`src/pkg/daqis_pkg.sv`:
```
// Shared constants for the acquisition interrupt source selector.
// Assumes a 40 MHz system clock and an AXI4-Lite register master.
`default_nettype none

package daqis_pkg;

  // ----------------------------------------------------------------
  // Bus geometry and responses
  // ----------------------------------------------------------------
  localparam int ADDR_W = 8;
  localparam logic [1:0] RESP_OKAY = 2'h0;
  localparam logic [1:0] RESP_SLVERR = 2'h2;

  // ----------------------------------------------------------------
  // Register byte offsets
  // ----------------------------------------------------------------
  localparam logic [7:0] OFF_CTRL = 8'h00;
  localparam logic [7:0] OFF_BLKS = 8'h04;
  localparam logic [7:0] OFF_CLR = 8'h08;
  localparam logic [7:0] OFF_STAT = 8'h0C;
  localparam logic [7:0] OFF_MASK = 8'h10;
  localparam logic [7:0] OFF_CNT = 8'h14;

  // ----------------------------------------------------------------
  // Control register fields and reset values
  // ----------------------------------------------------------------
  localparam int CTRL_W = 6;
  localparam int CB_ANALOG_IRQ = 0;
  localparam int CB_FIFO_IRQ = 1;
  localparam int CB_DMA = 2;
  localparam int CB_FIFO_MODE = 3;
  localparam int CB_ROUTE = 4;
  localparam int CB_GATE = 5;
  localparam logic [CTRL_W-1:0] CTRL_RST = 6'h00;
  localparam logic [7:0] BLKS_RST = 8'h01;

  // ----------------------------------------------------------------
  // Status and mask fields
  // ----------------------------------------------------------------
  localparam int ST_W = 4;
  localparam int ST_IRQ = 0;
  localparam int ST_EVT = 1;
  localparam int ST_FBLK = 2;
  localparam int ST_GATE = 3;
  localparam logic [ST_W-1:0] MASK_RST = 4'h1;

  // ----------------------------------------------------------------
  // Counting and timing
  // ----------------------------------------------------------------
  localparam logic [8:0] SMP_LAST = 9'h1FF;
  localparam logic [8:0] SMP_STEP = 9'h001;
  localparam logic [7:0] BLK_STEP = 8'h01;
  localparam int CLK_PERIOD_NS = 25;
  localparam int DGL_TIME_NS = 100;
  localparam int DGL_CYCLES = (DGL_TIME_NS + CLK_PERIOD_NS - 1) / CLK_PERIOD_NS;
  localparam logic [2:0] DGL_LAST = 3'(DGL_CYCLES - 1);
  localparam logic [2:0] DGL_STEP = 3'h1;

  // Which event feeds the interrupt request.
  typedef enum logic [2:0] {
    SRC_NONE  = 3'b000,
    SRC_CONV  = 3'b001,
    SRC_BURST = 3'b010,
    SRC_TC    = 3'b011,
    SRC_BLOCK = 3'b100
  } daqis_src_t;

endpackage

`default_nettype wire

```
`src/pkg/daqis_dgl_if.sv`:
```
// Interface between the selector and its input deglitch filter.
// Assumes both ends share one clock.
`timescale 1ns/10ps
`default_nettype none

interface daqis_dgl_if;
  logic raw; // Unfiltered digital input zero.
  logic level; // Filtered level.
  logic rise; // One-cycle pulse on a filtered rising edge.
  modport filt (input raw, output level, output rise);
  modport user (output raw, input level, input rise);
endinterface

`default_nettype wire

```
`src/design/daqis_deglitch.sv`:
```
// Deglitch filter for digital input zero.
// Assumes the raw input is already synchronous to the clock.
`timescale 1ns/10ps
`default_nettype none

module daqis_deglitch (
  // Clock and reset.
  input wire logic clk,
  input wire logic rst,
  // Filter channel.
  daqis_dgl_if.filt dg
);
  import daqis_pkg::*;

  logic [2:0] cnt; // Cycles the raw input has differed from the level.
  logic level; // Accepted level.
  logic rise; // Rising edge pulse.
  logic differ; // Raw input disagrees with accepted level.

  assign differ = dg.raw != level;
  assign dg.level = level;
  assign dg.rise = rise;

  // ----------------------------------------------------------------
  // Stability counter
  // ----------------------------------------------------------------
  // A new level is accepted only after it has held for the full window.
  always_ff @(posedge clk or posedge rst)
  begin
    if (rst)
    begin
      cnt <= 3'h0;
      level <= 1'b0;
      rise <= 1'b0;
    end
    else
    begin
      rise <= differ && cnt == DGL_LAST && dg.raw;
      if (differ && cnt == DGL_LAST)
      begin
        level <= dg.raw;
        cnt <= 3'h0;
      end
      else
      begin
        cnt <= differ ? cnt + DGL_STEP : 3'h0;
      end
    end
  end
endmodule // daqis_deglitch

`default_nettype wire

```
`src/design/daqis_top.sv`:
```
// Acquisition interrupt source selector with an AXI4-Lite register slave.
// Assumes event inputs are one-cycle pulses synchronous to CLK.
//
// Behaviour
// - Classic selection only while route bit zero.
// - DMA, no analog enable: poll flag on TC.
// - Analog enable, no DMA: IRQ per conversion.
// - Legacy strap, mode zero: IRQ per sample.
// - Analog enable with DMA: IRQ on TC.
// - FIFO mode, nothing enabled: flag per conversion.
// - FIFO mode with DMA but no analog enable, or with neither FIFO IRQ nor DMA: block flag.
// - FIFO IRQ only: IRQ per sample block.
// - Software programs blocks per FIFO event.
// - FIFO IRQ only: flag on input rise.
// - Clear write also clears edge flag.
// - Legacy burst mode: IRQ per burst.
// - Both enables: IRQ per sample block.
// - Both enables: IRQ on input rise.
// - Input rise marks pacer gating start.
`timescale 1ns/10ps
`default_nettype none

module daqis_top (
  // Clock and reset.
  input wire logic CLK,
  input wire logic RST,
  // AXI4-Lite write address and data.
  input wire logic [daqis_pkg::ADDR_W-1:0] S_AXI_AWADDR,
  input wire logic S_AXI_AWVALID,
  output logic S_AXI_AWREADY,
  input wire logic [31:0] S_AXI_WDATA,
  input wire logic [3:0] S_AXI_WSTRB,
  input wire logic S_AXI_WVALID,
  output logic S_AXI_WREADY,
  // AXI4-Lite write response.
  output logic [1:0] S_AXI_BRESP,
  output logic S_AXI_BVALID,
  input wire logic S_AXI_BREADY,
  // AXI4-Lite read.
  input wire logic [daqis_pkg::ADDR_W-1:0] S_AXI_ARADDR,
  input wire logic S_AXI_ARVALID,
  output logic S_AXI_ARREADY,
  output logic [31:0] S_AXI_RDATA,
  output logic [1:0] S_AXI_RRESP,
  output logic S_AXI_RVALID,
  input wire logic S_AXI_RREADY,
  // Acquisition events.
  input wire logic CONV_DONE,
  input wire logic BURST_DONE,
  input wire logic BURST_ACTIVE,
  input wire logic DMA_TC,
  input wire logic SAMPLE_QUEUED,
  input wire logic DIGITAL_INPUT_ZERO,
  input wire logic LEGACY_COMPAT_STRAP,
  // Outputs.
  output logic IRQ,
  output logic GATE_START
);
  import daqis_pkg::*;

  // ----------------------------------------------------------------
  // Storage
  // ----------------------------------------------------------------
  logic [CTRL_W-1:0] ctrl; // Mode enables and routing.
  logic [7:0] thresh; // Blocks needed per FIFO event.
  logic [ST_W-1:0] stat; // Sticky event bits.
  logic [ST_W-1:0] mask; // Interrupt mask.
  logic legacy; // Sampled legacy strap.
  logic [8:0] sample_cnt; // Samples within the current block.
  logic [7:0] blk_cnt; // Blocks since the last FIFO event.
  logic gate_start; // Registered gating start pulse.
  logic aw_held; // Write address captured.
  logic [ADDR_W-1:0] aw_addr; // Captured write address.
  logic w_held; // Write data captured.
  logic [31:0] w_data; // Captured write data.
  logic [3:0] w_strb; // Captured byte strobes.
  logic bvalid; // Write response pending.
  logic [1:0] bresp; // Write response code.
  logic rvalid; // Read response pending.
  logic [31:0] rdata; // Read data.
  logic [1:0] rresp; // Read response code.

  // ----------------------------------------------------------------
  // Deglitch filter for digital input zero
  // ----------------------------------------------------------------
  daqis_dgl_if dg ();
  assign dg.raw = DIGITAL_INPUT_ZERO;

  daqis_deglitch u_dgl (
    .clk(CLK),
    .rst(RST),
    .dg(dg)
  );

  // ----------------------------------------------------------------
  // Mode decode
  // ----------------------------------------------------------------
  logic analog_irq_enable, fifo_irq_enable, dma, fifo_mode_select, route_n, pacer_gate, classic;
  assign analog_irq_enable = ctrl[CB_ANALOG_IRQ];
  assign fifo_irq_enable = ctrl[CB_FIFO_IRQ];
  assign dma = ctrl[CB_DMA];
  assign fifo_mode_select = ctrl[CB_FIFO_MODE];
  assign route_n = ctrl[CB_ROUTE];
  assign pacer_gate = ctrl[CB_GATE];
  assign classic = !route_n;

  // Both FIFO enables without DMA select the input edge modes.
  logic din_mode;
  assign din_mode = classic && fifo_irq_enable && !dma && fifo_mode_select;

  // Interrupt source selection, first match wins.
  daqis_src_t irq_src;
  assign irq_src = !classic ? SRC_NONE :
                   (analog_irq_enable && dma) ? SRC_TC :
                   (analog_irq_enable && !dma && !fifo_mode_select) ? SRC_CONV :
                   (analog_irq_enable && !fifo_irq_enable && !dma && fifo_mode_select) ?
                     ((legacy && BURST_ACTIVE) ? SRC_BURST : SRC_CONV) :
                   (fifo_irq_enable && !dma && fifo_mode_select) ? SRC_BLOCK :
                   SRC_NONE;

  // Input edge raises the request only with both enables set.
  logic irq_din;
  assign irq_din = din_mode && analog_irq_enable;

  // ----------------------------------------------------------------
  // Sample block counting
  // ----------------------------------------------------------------
  logic block_tick, block_evt;
  logic [7:0] thresh_eff, blk_next;
  assign block_tick = SAMPLE_QUEUED && sample_cnt == SMP_LAST;
  assign thresh_eff = (thresh == 8'h00) ? BLK_STEP : thresh;
  assign blk_next = blk_cnt + BLK_STEP;
  assign block_evt = block_tick && blk_next >= thresh_eff;

  // Counts samples into blocks and blocks toward the threshold.
  always_ff @(posedge CLK or posedge RST)
  begin
    if (RST)
    begin
      sample_cnt <= 9'h000;
      blk_cnt <= 8'h00;
    end
    else
    begin
      if (SAMPLE_QUEUED)
      begin
        sample_cnt <= sample_cnt + SMP_STEP;
      end
      if (block_tick)
      begin
        blk_cnt <= block_evt ? 8'h00 : blk_next;
      end
    end
  end

  // ----------------------------------------------------------------
  // Event sets
  // ----------------------------------------------------------------
  logic src_hit, set_irq, set_evt, set_fblk, set_gate, fblk_on;
  assign src_hit = (irq_src == SRC_CONV && CONV_DONE) ||
                   (irq_src == SRC_BURST && BURST_DONE) ||
                   (irq_src == SRC_TC && DMA_TC) ||
                   (irq_src == SRC_BLOCK && block_evt);
  assign set_irq = src_hit || (irq_din && dg.rise);
  // Poll flag: TC with DMA, else conversion or input edge in FIFO mode.
  assign set_evt = classic && !analog_irq_enable && (dma ? DMA_TC :
                   (fifo_mode_select && (fifo_irq_enable ? dg.rise : CONV_DONE)));
  assign fblk_on = fifo_mode_select && ((!analog_irq_enable && dma) ||
                   (!fifo_irq_enable && !dma));
  assign set_fblk = classic && fblk_on && block_evt;
  assign set_gate = pacer_gate && dg.rise;

  // ----------------------------------------------------------------
  // Register write decode
  // ----------------------------------------------------------------
  logic do_wr, wr_lo, wr_ctrl, wr_blks, wr_clr, wr_stat, wr_mask, wr_hit;
  assign do_wr = aw_held && w_held && !bvalid;
  assign wr_lo = do_wr && w_strb[0];
  assign wr_ctrl = wr_lo && aw_addr == OFF_CTRL;
  assign wr_blks = wr_lo && aw_addr == OFF_BLKS;
  assign wr_clr = do_wr && aw_addr == OFF_CLR;
  assign wr_stat = wr_lo && aw_addr == OFF_STAT;
  assign wr_mask = wr_lo && aw_addr == OFF_MASK;
  assign wr_hit = aw_addr == OFF_CTRL || aw_addr == OFF_BLKS ||
                  aw_addr == OFF_CLR || aw_addr == OFF_STAT ||
                  aw_addr == OFF_MASK || aw_addr == OFF_CNT;

  // Clear requests: one-to-clear on status, request bit on clear write.
  logic [ST_W-1:0] clr_bits, set_bits, next_stat;
  assign clr_bits = (wr_stat ? w_data[ST_W-1:0] : '0) |
                    (wr_clr ? {2'b00, din_mode, 1'b1} : '0);
  assign set_bits = {set_gate, set_fblk, set_evt, set_irq};
  assign next_stat = (stat & ~clr_bits) | set_bits;

  // ----------------------------------------------------------------
  // Configuration and status registers
  // ----------------------------------------------------------------
  // Holds software settings; status bits are sticky, sets beat clears.
  always_ff @(posedge CLK or posedge RST)
  begin
    if (RST)
    begin
      ctrl <= CTRL_RST;
      thresh <= BLKS_RST;
      mask <= MASK_RST;
      stat <= '0;
      legacy <= 1'b0;
      gate_start <= 1'b0;
    end
    else
    begin
      if (wr_ctrl)
      begin
        ctrl <= w_data[CTRL_W-1:0];
      end
      if (wr_blks)
      begin
        thresh <= w_data[7:0];
      end
      if (wr_mask)
      begin
        mask <= w_data[ST_W-1:0];
      end
      stat <= next_stat;
      legacy <= LEGACY_COMPAT_STRAP;
      gate_start <= set_gate;
    end
  end

  assign IRQ = |(stat & mask);
  assign GATE_START = gate_start;

  // ----------------------------------------------------------------
  // AXI4-Lite write channel
  // ----------------------------------------------------------------
  assign S_AXI_AWREADY = !aw_held && !bvalid;
  assign S_AXI_WREADY = !w_held && !bvalid;
  assign S_AXI_BVALID = bvalid;
  assign S_AXI_BRESP = bresp;

  // Captures address and data in either order, then answers once.
  always_ff @(posedge CLK or posedge RST)
  begin
    if (RST)
    begin
      aw_held <= 1'b0;
      aw_addr <= '0;
      w_held <= 1'b0;
      w_data <= 32'h00000000;
      w_strb <= 4'h0;
      bvalid <= 1'b0;
      bresp <= RESP_OKAY;
    end
    else
    begin
      if (S_AXI_AWVALID && S_AXI_AWREADY)
      begin
        aw_held <= 1'b1;
        aw_addr <= S_AXI_AWADDR;
      end
      if (S_AXI_WVALID && S_AXI_WREADY)
      begin
        w_held <= 1'b1;
        w_data <= S_AXI_WDATA;
        w_strb <= S_AXI_WSTRB;
      end
      if (do_wr)
      begin
        aw_held <= 1'b0;
        w_held <= 1'b0;
        bvalid <= 1'b1;
        bresp <= wr_hit ? RESP_OKAY : RESP_SLVERR;
      end
      else if (bvalid && S_AXI_BREADY)
      begin
        bvalid <= 1'b0;
      end
    end
  end

  // ----------------------------------------------------------------
  // AXI4-Lite read channel
  // ----------------------------------------------------------------
  logic [31:0] rd_mux;
  logic rd_hit;

  // Selects the word at the requested offset.
  always_comb
  begin
    rd_mux = 32'h00000000;
    rd_hit = 1'b1;
    if (S_AXI_ARADDR == OFF_CTRL)
      rd_mux[CTRL_W-1:0] = ctrl;
    else if (S_AXI_ARADDR == OFF_BLKS)
      rd_mux[7:0] = thresh;
    else if (S_AXI_ARADDR == OFF_CLR)
      rd_mux = 32'h00000000;
    else if (S_AXI_ARADDR == OFF_STAT)
      rd_mux[ST_W-1:0] = stat;
    else if (S_AXI_ARADDR == OFF_MASK)
      rd_mux[ST_W-1:0] = mask;
    else if (S_AXI_ARADDR == OFF_CNT)
      rd_mux[16:0] = {blk_cnt, sample_cnt};
    else
      rd_hit = 1'b0;
  end

  assign S_AXI_ARREADY = !rvalid;
  assign S_AXI_RVALID = rvalid;
  assign S_AXI_RDATA = rdata;
  assign S_AXI_RRESP = rresp;

  // Registers read data one cycle after the address is taken.
  always_ff @(posedge CLK or posedge RST)
  begin
    if (RST)
    begin
      rvalid <= 1'b0;
      rdata <= 32'h00000000;
      rresp <= RESP_OKAY;
    end
    else if (S_AXI_ARVALID && !rvalid)
    begin
      rvalid <= 1'b1;
      rdata <= rd_mux;
      rresp <= rd_hit ? RESP_OKAY : RESP_SLVERR;
    end
    else if (rvalid && S_AXI_RREADY)
    begin
      rvalid <= 1'b0;
    end
  end
endmodule // daqis_top

`default_nettype wire

```
`config.mk`:
```
export PLATFORM = sky130hd
export DESIGN_NAME = daqis_top
export DESIGN_NICKNAME = d
export VERILOG_FILES = /design/src/pkg/daqis_pkg.sv /design/src/pkg/daqis_dgl_if.sv /design/src/design/daqis_deglitch.sv /design/src/design/daqis_top.sv
export SDC_FILE = /design/constraint.sdc
export NUM_CORES = 1
export LEC_CHECK = 0
export BUFFER_PORTS_ARGS = -buffer_cell sky130_fd_sc_hd__buf_2
export CAP_MARGIN = 20
export CORE_UTILIZATION = 53
export CTS_CLUSTER_SIZE = 10
export DETAILED_ROUTE_END_ITERATION = 6
export HOLD_SLACK_MARGIN = 0.05
export PLACE_DENSITY = 0.79
export SYNTH_ARGS = -nofsm -noshare
export SYNTH_HDL_FRONTEND = slang
export SYNTH_SLANG_ARGS = --single-unit
```
`constraint.sdc`:
```
create_clock -name CLK -period 2.65 [get_ports CLK]
set_input_delay 0.1325 -clock CLK [delete_from_list [all_inputs] [get_ports CLK]]
set_output_delay 0.1325 -clock CLK [all_outputs]
set_load 0.005 [all_outputs]
```
# --- After elaboration in Yosys (flattened, before gate mapping) ---
# Index checks and enable logic that the tools add are counted.
classes:
  bitwise_logic: 5
  add_sub_neg: 3
  muxes: 40
  n_lt_le_gt_ge: 1
  div_mod_pow: 0
  mul: 0
  n_shift: 0
  n_reduce_logical: 73
  n_eq_ne: 17
ops:
  columns: ["operator", "n"]
  rows:
  - ["$logic_and 1x1->1", 46]
  - ["$mux 17", 2]
  - ["$eq 8x4->1 const B", 4]
  - ["$eq 8x5->1 const B", 4]
  - ["$mux 13", 2]
  - ["$mux 26", 1]
  - ["$logic_not 8->1", 3]
  - ["$mux 8", 3]
  - ["$mux 3", 7]
  - ["$eq 8x3->1 const B", 2]
  - ["$mux 1", 16]
  - ["$mux 4", 3]
  - ["$logic_or 1x1->1", 10]
  - ["$add 9x1->9 const B", 1]
  - ["$eq 3x2->1 const B", 3]
  - ["$eq 9x9->1 const B", 1]
  - ["$logic_not 1->1", 9]
  - ["$mux 9", 1]
  - ["$add 8x1->8 const B", 1]
  - ["$and 4x4->4", 2]
  - ["$ge 8x8->1", 1]
  - ["$mux 2", 4]
  - ["$reduce_bool 2->1", 4]
  - ["$mux 6", 1]
  - ["8 further kinds", 8]
word_totals:
  out_inout_bits: 43
  ff_bits: 103
  wordCells: 160
  romBits: 0
  inputBits: 66
  latchBits: 0
  ram_bits: 0
  mem_count: 0

# --- Depth between registers and ports, before layout ---
# Gate-level depths: netlist of run 1.
logic_depth:
  depth_word: 15
  mapped_depth: 11
  depth_no_buf: 10

# --- Hierarchy ---
# A second synthesis of run 1 with hierarchy kept.
hier_totals:
  hier_cells: 400
  area_unflattened_um2: 4282.9
by_module_without_submodules:
  columns: ["module", "seq_area_each_um2", "area_each_um2", "instances", "cells_per_inst"]
  rows:
  - ["daqis_top", 2029.4, 4077.7, 1, 383]
  - ["daqis_deglitch", 125.1, 205.2, 1, 17]

# --- Worst setup path before layout of run 1 ---
# No wires, ideal clock.
synth_path:
  path_type: "register to register"
  start: "reg blk_cnt[0]"
  end: "reg stat[2]"
  setup_time_ps: 122
  t_arrival_ps: 2106
  synth_period_minus_slack_ps: 2227
  required_ps: 2528
  path_slack_ps: 423
  path_stages_with_launch: 9
  n_path_buf: 1
  cell_sequence: "dfrtp_1 > ha_1 > xor2_1 > ha_1 > or4_1 > a21oi_1 > o31ai_1 > buf_2 > a32o_1"
synth_via:
  elab_chain_cells: 5
synth_lines:
  columns: ["item", "line_no", "source"]
  rows:
  - ["start, declared", "daqis_top.sv:70", "logic [7:0] blk_cnt;"]
  - ["start signal, assigned", "daqis_top.sv:151", "blk_cnt <= block_evt ? 8'h00 : blk_next;"]
  - ["$add 8x1->8", "daqis_top.sv:132", "assign blk_next = blk_cnt + BLK_STEP;"]
  - ["$ge 8x8->1", "daqis_top.sv:133", "assign block_evt = block_tick && blk_next >= thresh_eff;"]
  - ["$logic_and 1x1->1", "daqis_top.sv:133", null]
  - ["$logic_and 1x1->1", "daqis_top.sv:170", "assign set_fblk = classic && fblk_on && block_evt;"]
  - ["$or 4x4->4", "daqis_top.sv:193", "assign next_stat = (stat & ~clr_bits) | set_bits;"]
  - ["named net next_stat[2]", "daqis_top.sv:189", "logic [ST_W-1:0] clr_bits, set_bits, next_stat;"]
  - ["end signal, assigned", "daqis_top.sv:224", "stat <= next_stat;"]
  - ["end, declared", "daqis_top.sv:66", "logic [ST_W-1:0] stat;"]
# The timed path passes the listed nets, and every way through them passes these cells.
# A chain may end at the register's enable or synchronous reset.

# --- Worst setup path after layout of run 1 ---
layout_path:
  start: "reg blk_cnt[1]"
  end: "reg blk_cnt[5]"
layout_via:
  elab_chain_cells: 4
layout_lines:
  columns: ["item", "line_no"]
  rows:
  - ["$add 8x1->8 (*)", "daqis_top.sv:132"]
  - ["$ge 8x8->1", "daqis_top.sv:133"]
  - ["$logic_and 1x1->1", "daqis_top.sv:133"]
  - ["$mux 8 (*)", "daqis_top.sv:151"]
# Mark *: on every way between the ends. The rest lies on a longest branch, timed or not.

==> impl_results.md, run 1 <==
- Initial antenna violation count: 0
- Number of buffers inserted during clock tree synthesis: 9
- IO buf count: 64
- Final worst path period need: between 2 and 2.5 ns
- Layout Cells excl Fill: slightly below 600
- FF-to-FF path depth: 11
- Total vias in the final route: about 3200
- Number of global-route vias before repair: 3192
- Portion of the clock cycle consumed by the worst path in the final layout: between 90% and 100%
- Residual DRC count: 0
- Initial Utilization: a little over half
- Total routing usage reported by global routing: 24.0%
- Routed Wire Length: between 9000 and 10000 um
- Fillers: 632
- Clock tree root buffer cell: clkbuf_8
- Routed wirelength normalized by instance count: about 16 um
- Number of top-level pins: approximately 110
- Mean Syn Cell Area: 10.9 um^2
- Headroom to the max-slew limit: between 60% and 70%
- Setup fix buffers added after clock tree synthesis: 0
- Crit Path Class: flip-flop to flip-flop
- CORE AREA: 7770 um^2
- Netlist area before placement: roughly 4300 um^2
- FMAX: just over 400 MHz
- Largest voltage drop on the vdd net: approximately 0.51 mV
- Crit path cell chain: ha_2 -> inv_1 -> nor2_1 -> xor2_1 -> ha_1 -> a21o_1 -> a21oi_1 -> o31ai_2 -> buf_4 -> o21bai_1 -> o2bb2ai_1
- Final weighted congestion in routability-driven placement: between 0.8 and 0.9
- Clock Path Buffers: 2
- Worst-case hold slack: ~0.17 ns
- Area of the die: roughly 8400 um^2
- Type of the most critical hold path: input port to flip-flop
- Number of library cell types mapped by synthesis: 52
- Number of antenna diodes: 0
- Number of gates on the worst path with buffers counted: 11
- Transition time at the pin with the least slew margin: approximately 0.60 ns
- Power density relative to cell area: ~760 nW/um^2
- Later-pin clock latency in the skew report: between 0.3 and 0.4 ns
- Wire length of the first global-routing pass: around 16000 um
- Remaining number of nets flagged by the antenna check after routing: 0
- Cell family contributing the most delay on the critical path: compound AO/OA/AOI/OAI gates
- Clock transition at the register clock pins on the worst setup and hold paths after CTS: 0.09 ns
- Worst Hold Depth: 4
- Detailed Place HPWL: 6460 um
- Summed negative setup slack over all endpoints: 0 ns
- Worst-path maximum fanout: 8
- Violation count after the first detailed-routing iteration: between 100 and 150
- Nature of the critical path startpoint: flip-flop
- Via density: roughly 5.5
- Maximum single-stage delay on the critical path: about 0.44 ns
- Row cnt: 32
- Number of optimization iterations in the first detailed-route pass: 4
- Total of endpoints with negative setup slack in the final report: 0
- #FFs+latches synth: 86
- Share of final-layout standard cells stronger than drive strength 1: between 20% and 30%
- Max Clock Skew: 0.00925 ns
- Critical-path top delay cell: dfrtp_1
- Slew Viols, Final: 0
- Total count of hold-check failures in the final report: 0
- Maxcap violations: 0
- Count of H-tree levels built during CTS: 3
- Setup crit end kind: flip-flop
- Post-synthesis instance total: ~390
- Layout overhead on the synthesized area: 18.7%
- Leakage dissipation: 2.47 nW
- Run status: finished clean
- Synthesis Warnings: 0
- Number of buffer and inverter stages on the critical path: 2
- Die width: approximately 90 um
- Number of cells in the design after placement: around 550
- Final net count: 561
- Total gr overflow: 0
- CTS tree: done
- PnR Total Power: around 0.0038 W
- Critical Path AT: around 2.7 ns
- Maximum number of pins on one net before global-route repair: 37
- Die Y-Extent: between 90 and 100 um
- Data required time at the worst endpoint: approximately 3 ns
- Total number of clock tree sinks: 86
- Sequential cell area fraction in the yosys report: 50.4%
==> cells in the final DEF (no fill, tap or decap), types with 8 or more instances in the layout <==
| cell type | netlist | layout |
|---|---|---|
| nand2_1 | 43 | 43 |
| buf_2 | 5 | 64 |
| dfrtp_1 | 84 | 84 |
| mux2i_1 | 9 | 9 |
| conb_1 | 1 | 17 |
| a22o_1 | 9 | 9 |
| xnor2_1 | 8 | 8 |
| inv_1 | 17 | 16 |
| a21o_1 | 9 | 9 |
| mux2_2 | 25 | 25 |
| o21ai_0 | 27 | 27 |
| nor2_1 | 14 | 14 |
| clkbuf_8 | 0 | 11 |
| nand3_1 | 13 | 13 |
| ha_1 | 13 | 12 |
| a21oi_1 | 11 | 11 |
| dlygate4sd3_1 | 0 | 22 |
==> worst reg2reg max path, cell delays in order (launching register included) <==
cell	delay, ns
dfrtp_1	0.44
ha_2	0.25
inv_1	0.07
nor2_1	0.13
xor2_1	0.21
ha_1	0.27
a21o_1	0.19
a21oi_1	0.19
o31ai_2	0.14
buf_4	0.19
o21bai_1	0.17
o2bb2ai_1	0.13
==> report_power, final <==
part	leakage, nW	internal [W]	switching, W	total [W]
clock network	0.109	0.000487	0.000472	0.000960
logic	1.24	0.000494	0.000454	0.000948
registers	1.12	0.00161	0.000326	0.00193
total	2.47	0.00259	0.00125	0.00384
==> through the flow <==
| stage | setup slack [ns] | area (um^2) | utilization, % |
|---|---|---|---|
| 2_1_floorplan | 0.299 | 4330 | - |
| 3_3_place_gp | 0.244 | 4640 | 59.7 |
| 3_5_place_dp | 0.143 | 4640 | 59.7 |
| 4_1_cts | 0.122 | 5060 | 65.2 |
| 5_1_grt | -0.0173 | 5070 | 65.3 |
| 6_report | 0.190 | 5070 | 65.3 |
==> layer usage <==
layer  wire length, um  GRT usage [%]  vias up
li1                  -              -     1545
met2              4620           41.0      129
met4               103           5.73        0
met1              4030           31.0     1550
met3               561           5.56       11
met5                 0              0        -
==> cell type report <==
cell class	count	area (um^2)	share of cell area (%)
inverter	17	65.1	1.28
multi-input combinational	276	1930	38.1
clock inverter	5	57.6	1.13
clock buffer	11	151	2.98
timing repair buffer	92	586	11.5
sequential	86	2150	42.5
tap	102	128	2.52
==> cells by family after synthesis <==
kind of cell    synth area share [%]
simple gates                    14.2
flops                           50.4
compound gates                  12.5
buf+inv                         5.95
mux                             10.1
xor+xnor                        2.87
fa+ha+maj                       3.81
other cells                   0.0878
==> path summary, 6_finish.rpt <==
kind                              startpoint           end  slack (ns)
worst min register to register  u_dgl.cnt[0]  u_dgl.cnt[0]        0.44
max in group asynchronous                RST       mask[0]        1.48
min in group asynchronous                RST     w_data[2]        0.36
worst min-delay path              BURST_DONE       stat[0]        0.17
worst max-delay path              blk_cnt[1]    blk_cnt[5]        0.19
worst max register to register    blk_cnt[1]    blk_cnt[5]        0.19
==> state kept, by name, indices dropped and copies added, names as in the netlist, 6 cells and up <==
signal / flops
S_AXI_RDATA: 17
aw_addr: 8
blk_cnt: 8
ctrl: 6
sample_cnt: 9
thresh: 8
w_data: 8
==> synthesized netlist by cell type (all sizes together) <==
library cell,number,area share [%]
and3,4,0.59
nor4,4,1.1
nor3,7,1.2
or3,1,0.15
xor2,6,1.2
a22oi,7,1.2
buf,23,3.8
and4,1,0.21
o21bai,2,0.35
o221ai,3,0.62
inv,17,1.5
o2bb2ai,1,0.21
ha,13,3.8
mux2i,9,2.1
dfstp,2,1.2
xnor2,8,1.6
nand4,6,0.88
nand2,43,3.8
clkbuf,7,0.62
a22o,9,1.8
or4,1,0.18
nor2,14,1.2
nand3,13,1.5
a31oi,3,0.44
o41ai,4,0.82
a21o,9,1.6
o21a,1,0.18
nor2b,3,0.44
or2,1,0.15
dfrtp,84,49
and3b,1,0.21
conb,1,0.088
mux2,29,8.0
a21oi,11,1.3
o311ai,1,0.21
o31ai,1,0.18
nor3b,1,0.18
o21ai,27,3.2
a311oi,1,0.21
nand2b,4,0.59
a32o,1,0.23
nand3b,5,1.3
and2,4,0.59
==> what timing repair did <==
item | 4_1_cts | 5_1_grt
gates resized for setup | 0 | 2
hold buffers | 22 | 0
endpoints found under the setup margin | 0 | 3
hold endpoints to repair | 55 | 0
(Power assumes the default switching activity.)
==> inputs of run 2 (changes only) <==
--- a/config.mk
+++ b/config.mk
@@ -7,11 +7,13 @@
 export LEC_CHECK = 0
 export BUFFER_PORTS_ARGS = -buffer_cell sky130_fd_sc_hd__buf_2
 export CAP_MARGIN = 20
-export CORE_UTILIZATION = 53
+export CELL_PAD_IN_SITES_DETAIL_PLACEMENT = 0
+export CELL_PAD_IN_SITES_GLOBAL_PLACEMENT = 2
+export CORE_UTILIZATION = 33
 export CTS_CLUSTER_SIZE = 10
 export DETAILED_ROUTE_END_ITERATION = 6
 export HOLD_SLACK_MARGIN = 0.05
-export PLACE_DENSITY = 0.79
+export PLACE_DENSITY = 0.78
 export SYNTH_ARGS = -nofsm -noshare
 export SYNTH_HDL_FRONTEND = slang
 export SYNTH_SLANG_ARGS = --single-unit
==> run 2 against run 1 <==
Count of clock-buffer cells in the layout increased by 1. Flip-flop and latch count unchanged. Routed wire length increased by 3.8%. Setup slack improved by 0.095 ns. Core utilization decreased by 23 points. Clock skew decreased by 0.0038 ns. Final cell count increased by 13%.
==> impl_results.md, run 2 (synthesis results as in run 1) <==
- Commonest non-fill, non-tap cells in the layout: 84 x dfrtp_1, 64 x buf_2, 43 x nand2_1, 27 x o21ai_0, 25 x mux2_2
- Largest voltage drop on the vdd net: ~0.48 mV
- Setup crit end kind: flip-flop
- Leakage dissipation: around 2.5 nW
- Count of H-tree levels built during CTS: 3
- Final net count: 565
- Layout overhead on the synthesized area: 23.7%
- Via density: about 4.8
- Portion of the clock cycle consumed by the worst path in the final layout: approximately nine tenths
- Nature of the critical path startpoint: flip-flop
- Run status: finished clean
- Die width: between 100 and 150 um
- Crit path cell chain: ha_1 -> xor2_1 -> ha_1 -> or4_1 -> a21oi_1 -> o31ai_2 -> buf_4 -> o21bai_1 -> o2bb2ai_1
- Total routing usage reported by global routing: approximately 16%
- Worst-path maximum fanout: 10
- Initial antenna violation count: 0
- Row cnt: slightly above 40
- Clock tree root buffer cell: clkbuf_16
- CP most frequent cell: ha_1
- Detailed Place HPWL: between 6000 and 7000 um
- FF-to-FF path depth: 9
- Summed negative setup slack over all endpoints: 0 ns
- Headroom to the max-slew limit: 57.0%
- Total of endpoints with negative setup slack in the final report: 0
- FMAX: about 420 MHz
- Maximum single-stage delay on the critical path: around 0.5 ns
- Die Y-Extent: around 120 um
- Total vias in the final route: between 3000 and 4000
- CORE AREA: 12600 um^2
- Remaining number of nets flagged by the antenna check after routing: 0
- Slew Viols, Final: 0
- Crit Path Class: flip-flop to flip-flop
- Total gr overflow: 0
- Worst Hold Depth: 3
- Transition time at the pin with the least slew margin: 0.644 ns
- Worst-case hold slack: between 0.2 and 0.25 ns
- Maxcap violations: 0
- Routed Wire Length: 9670 um
- Violation count after the first detailed-routing iteration: between 150 and 200
- CTS tree: done
- Final worst path period need: around 2.4 ns
- Total count of hold-check failures in the final report: 0
- RSZ-0062 raised after global routing: false
- Total number of clock tree sinks: between 80 and 90
- Number of global-route vias before repair: 3175
- Final weighted congestion in routability-driven placement: 0.722
- Wire length of the first global-routing pass: around 16000 um
- Residual DRC count: 0
- Leading cell type in the layout, fill and taps excluded: dfrtp_1
- Number of optimization iterations in the first detailed-route pass: 4
- Critical-path top delay cell: or4_1
- Initial Utilization: about a third
- Routed wirelength normalized by instance count: ~15 um
- Number of buffers inserted during clock tree synthesis: 9
- Flip-flop count of the largest register after layout: 17
- Power density relative to cell area: around 800 nW/um^2
- Type of the most critical hold path: input port to flip-flop
- Clock transition at the register clock pins on the worst setup and hold paths after CTS: 0.06 ns
- Number of top-level pins: about 110
- Area of the die: 13400 um^2
- Clock Path Buffers: 2
- Data required time at the worst endpoint: ~2.9 ns
- Max Clock Skew: approximately 0.0054 ns
- IO buf count: 64
- Later-pin clock latency in the skew report: roughly 0.34 ns
- Critical Path AT: between 2 and 3 ns
- Setup fix buffers added after clock tree synthesis: 0
- Number of antenna diodes: 0
- Maximum number of pins on one net before global-route repair: 52
- Share of final-layout standard cells stronger than drive strength 1: between 20% and 30%
[run 2: path summary, 6_finish.rpt]
kind | startpoint | endpoint | slack [ns]
max in group asynchronous | RST | mask[0] | 1.49
setup reg to reg | blk_cnt[0] | blk_cnt[5] | 0.29
setup / recovery | blk_cnt[0] | blk_cnt[5] | 0.29
hold / removal | SAMPLE_QUEUED | blk_cnt[3] | 0.20
hold reg to reg | u_dgl.cnt[0] | u_dgl.cnt[0] | 0.43
min in group asynchronous | RST | S_AXI_BVALID | 0.41
[run 2: metrics by stage]
stage / cell area (um^2) / setup slack (ns) / cells / util (%) / total power, W
floorplan: 4330 / 0.299 / 409 / - / 0.00254
global placement: 4770 / 0.158 / 625 / 37.8 / 0.00281
detailed placement: 4770 / 0.133 / 625 / 37.8 / 0.00285
CTS: 5280 / 0.105 / 663 / 41.8 / 0.00416
global route: 5290 / 0.0561 / 663 / 41.9 / 0.00437
finish: 5290 / 0.285 / 663 / 41.9 / 0.00411
[run 2: area by class of cell]
class / instances / area (um^2)
clock buffer: 12 / 246
clock inverter: 4 / 47.5
fill: 1255 / 7330
inverter: 17 / 65.1
multi-input combinational: 276 / 1930
sequential: 86 / 2150
tap: 172 / 215
timing repair buffer: 96 / 628
[run 2: per-layer routing]
layer  global-route usage [%]  part of all wire (%)  vias to the layer above  routed length (um)
li1                         -                     -                     1559                   -
met1                     21.1                    49                     1504                4780
met2                     25.2                    46                       77                4410
met3                     3.87                   3.7                       13                 355
met4                     4.62                   1.3                        0                 125
met5                        0                     0                        -                   0
[run 2: power breakdown]
group	switching, W	total, W	internal [W]
clock	0.000508	0.00126	0.000754
sequential	0.000317	0.00193	0.00161
combinational	0.000439	0.000923	0.000484
total	0.00126	0.00411	0.00285
[run 2: repair_timing]
action	CTS	global route
endpoints found under the setup margin	0	2
gates resized for setup	0	1
endpoints found under the hold margin	57	0
hold buffers	22	0
[run 2: worst max-delay path: cells and delay by family, from the launching register on]
kind	cells	cell delay, ns
compound gates	4	0.54
flops	1	0.38
buf+inv	1	0.19
simple gates	1	0.51
fa+ha+maj	2	0.48
xor+xnor	1	0.17
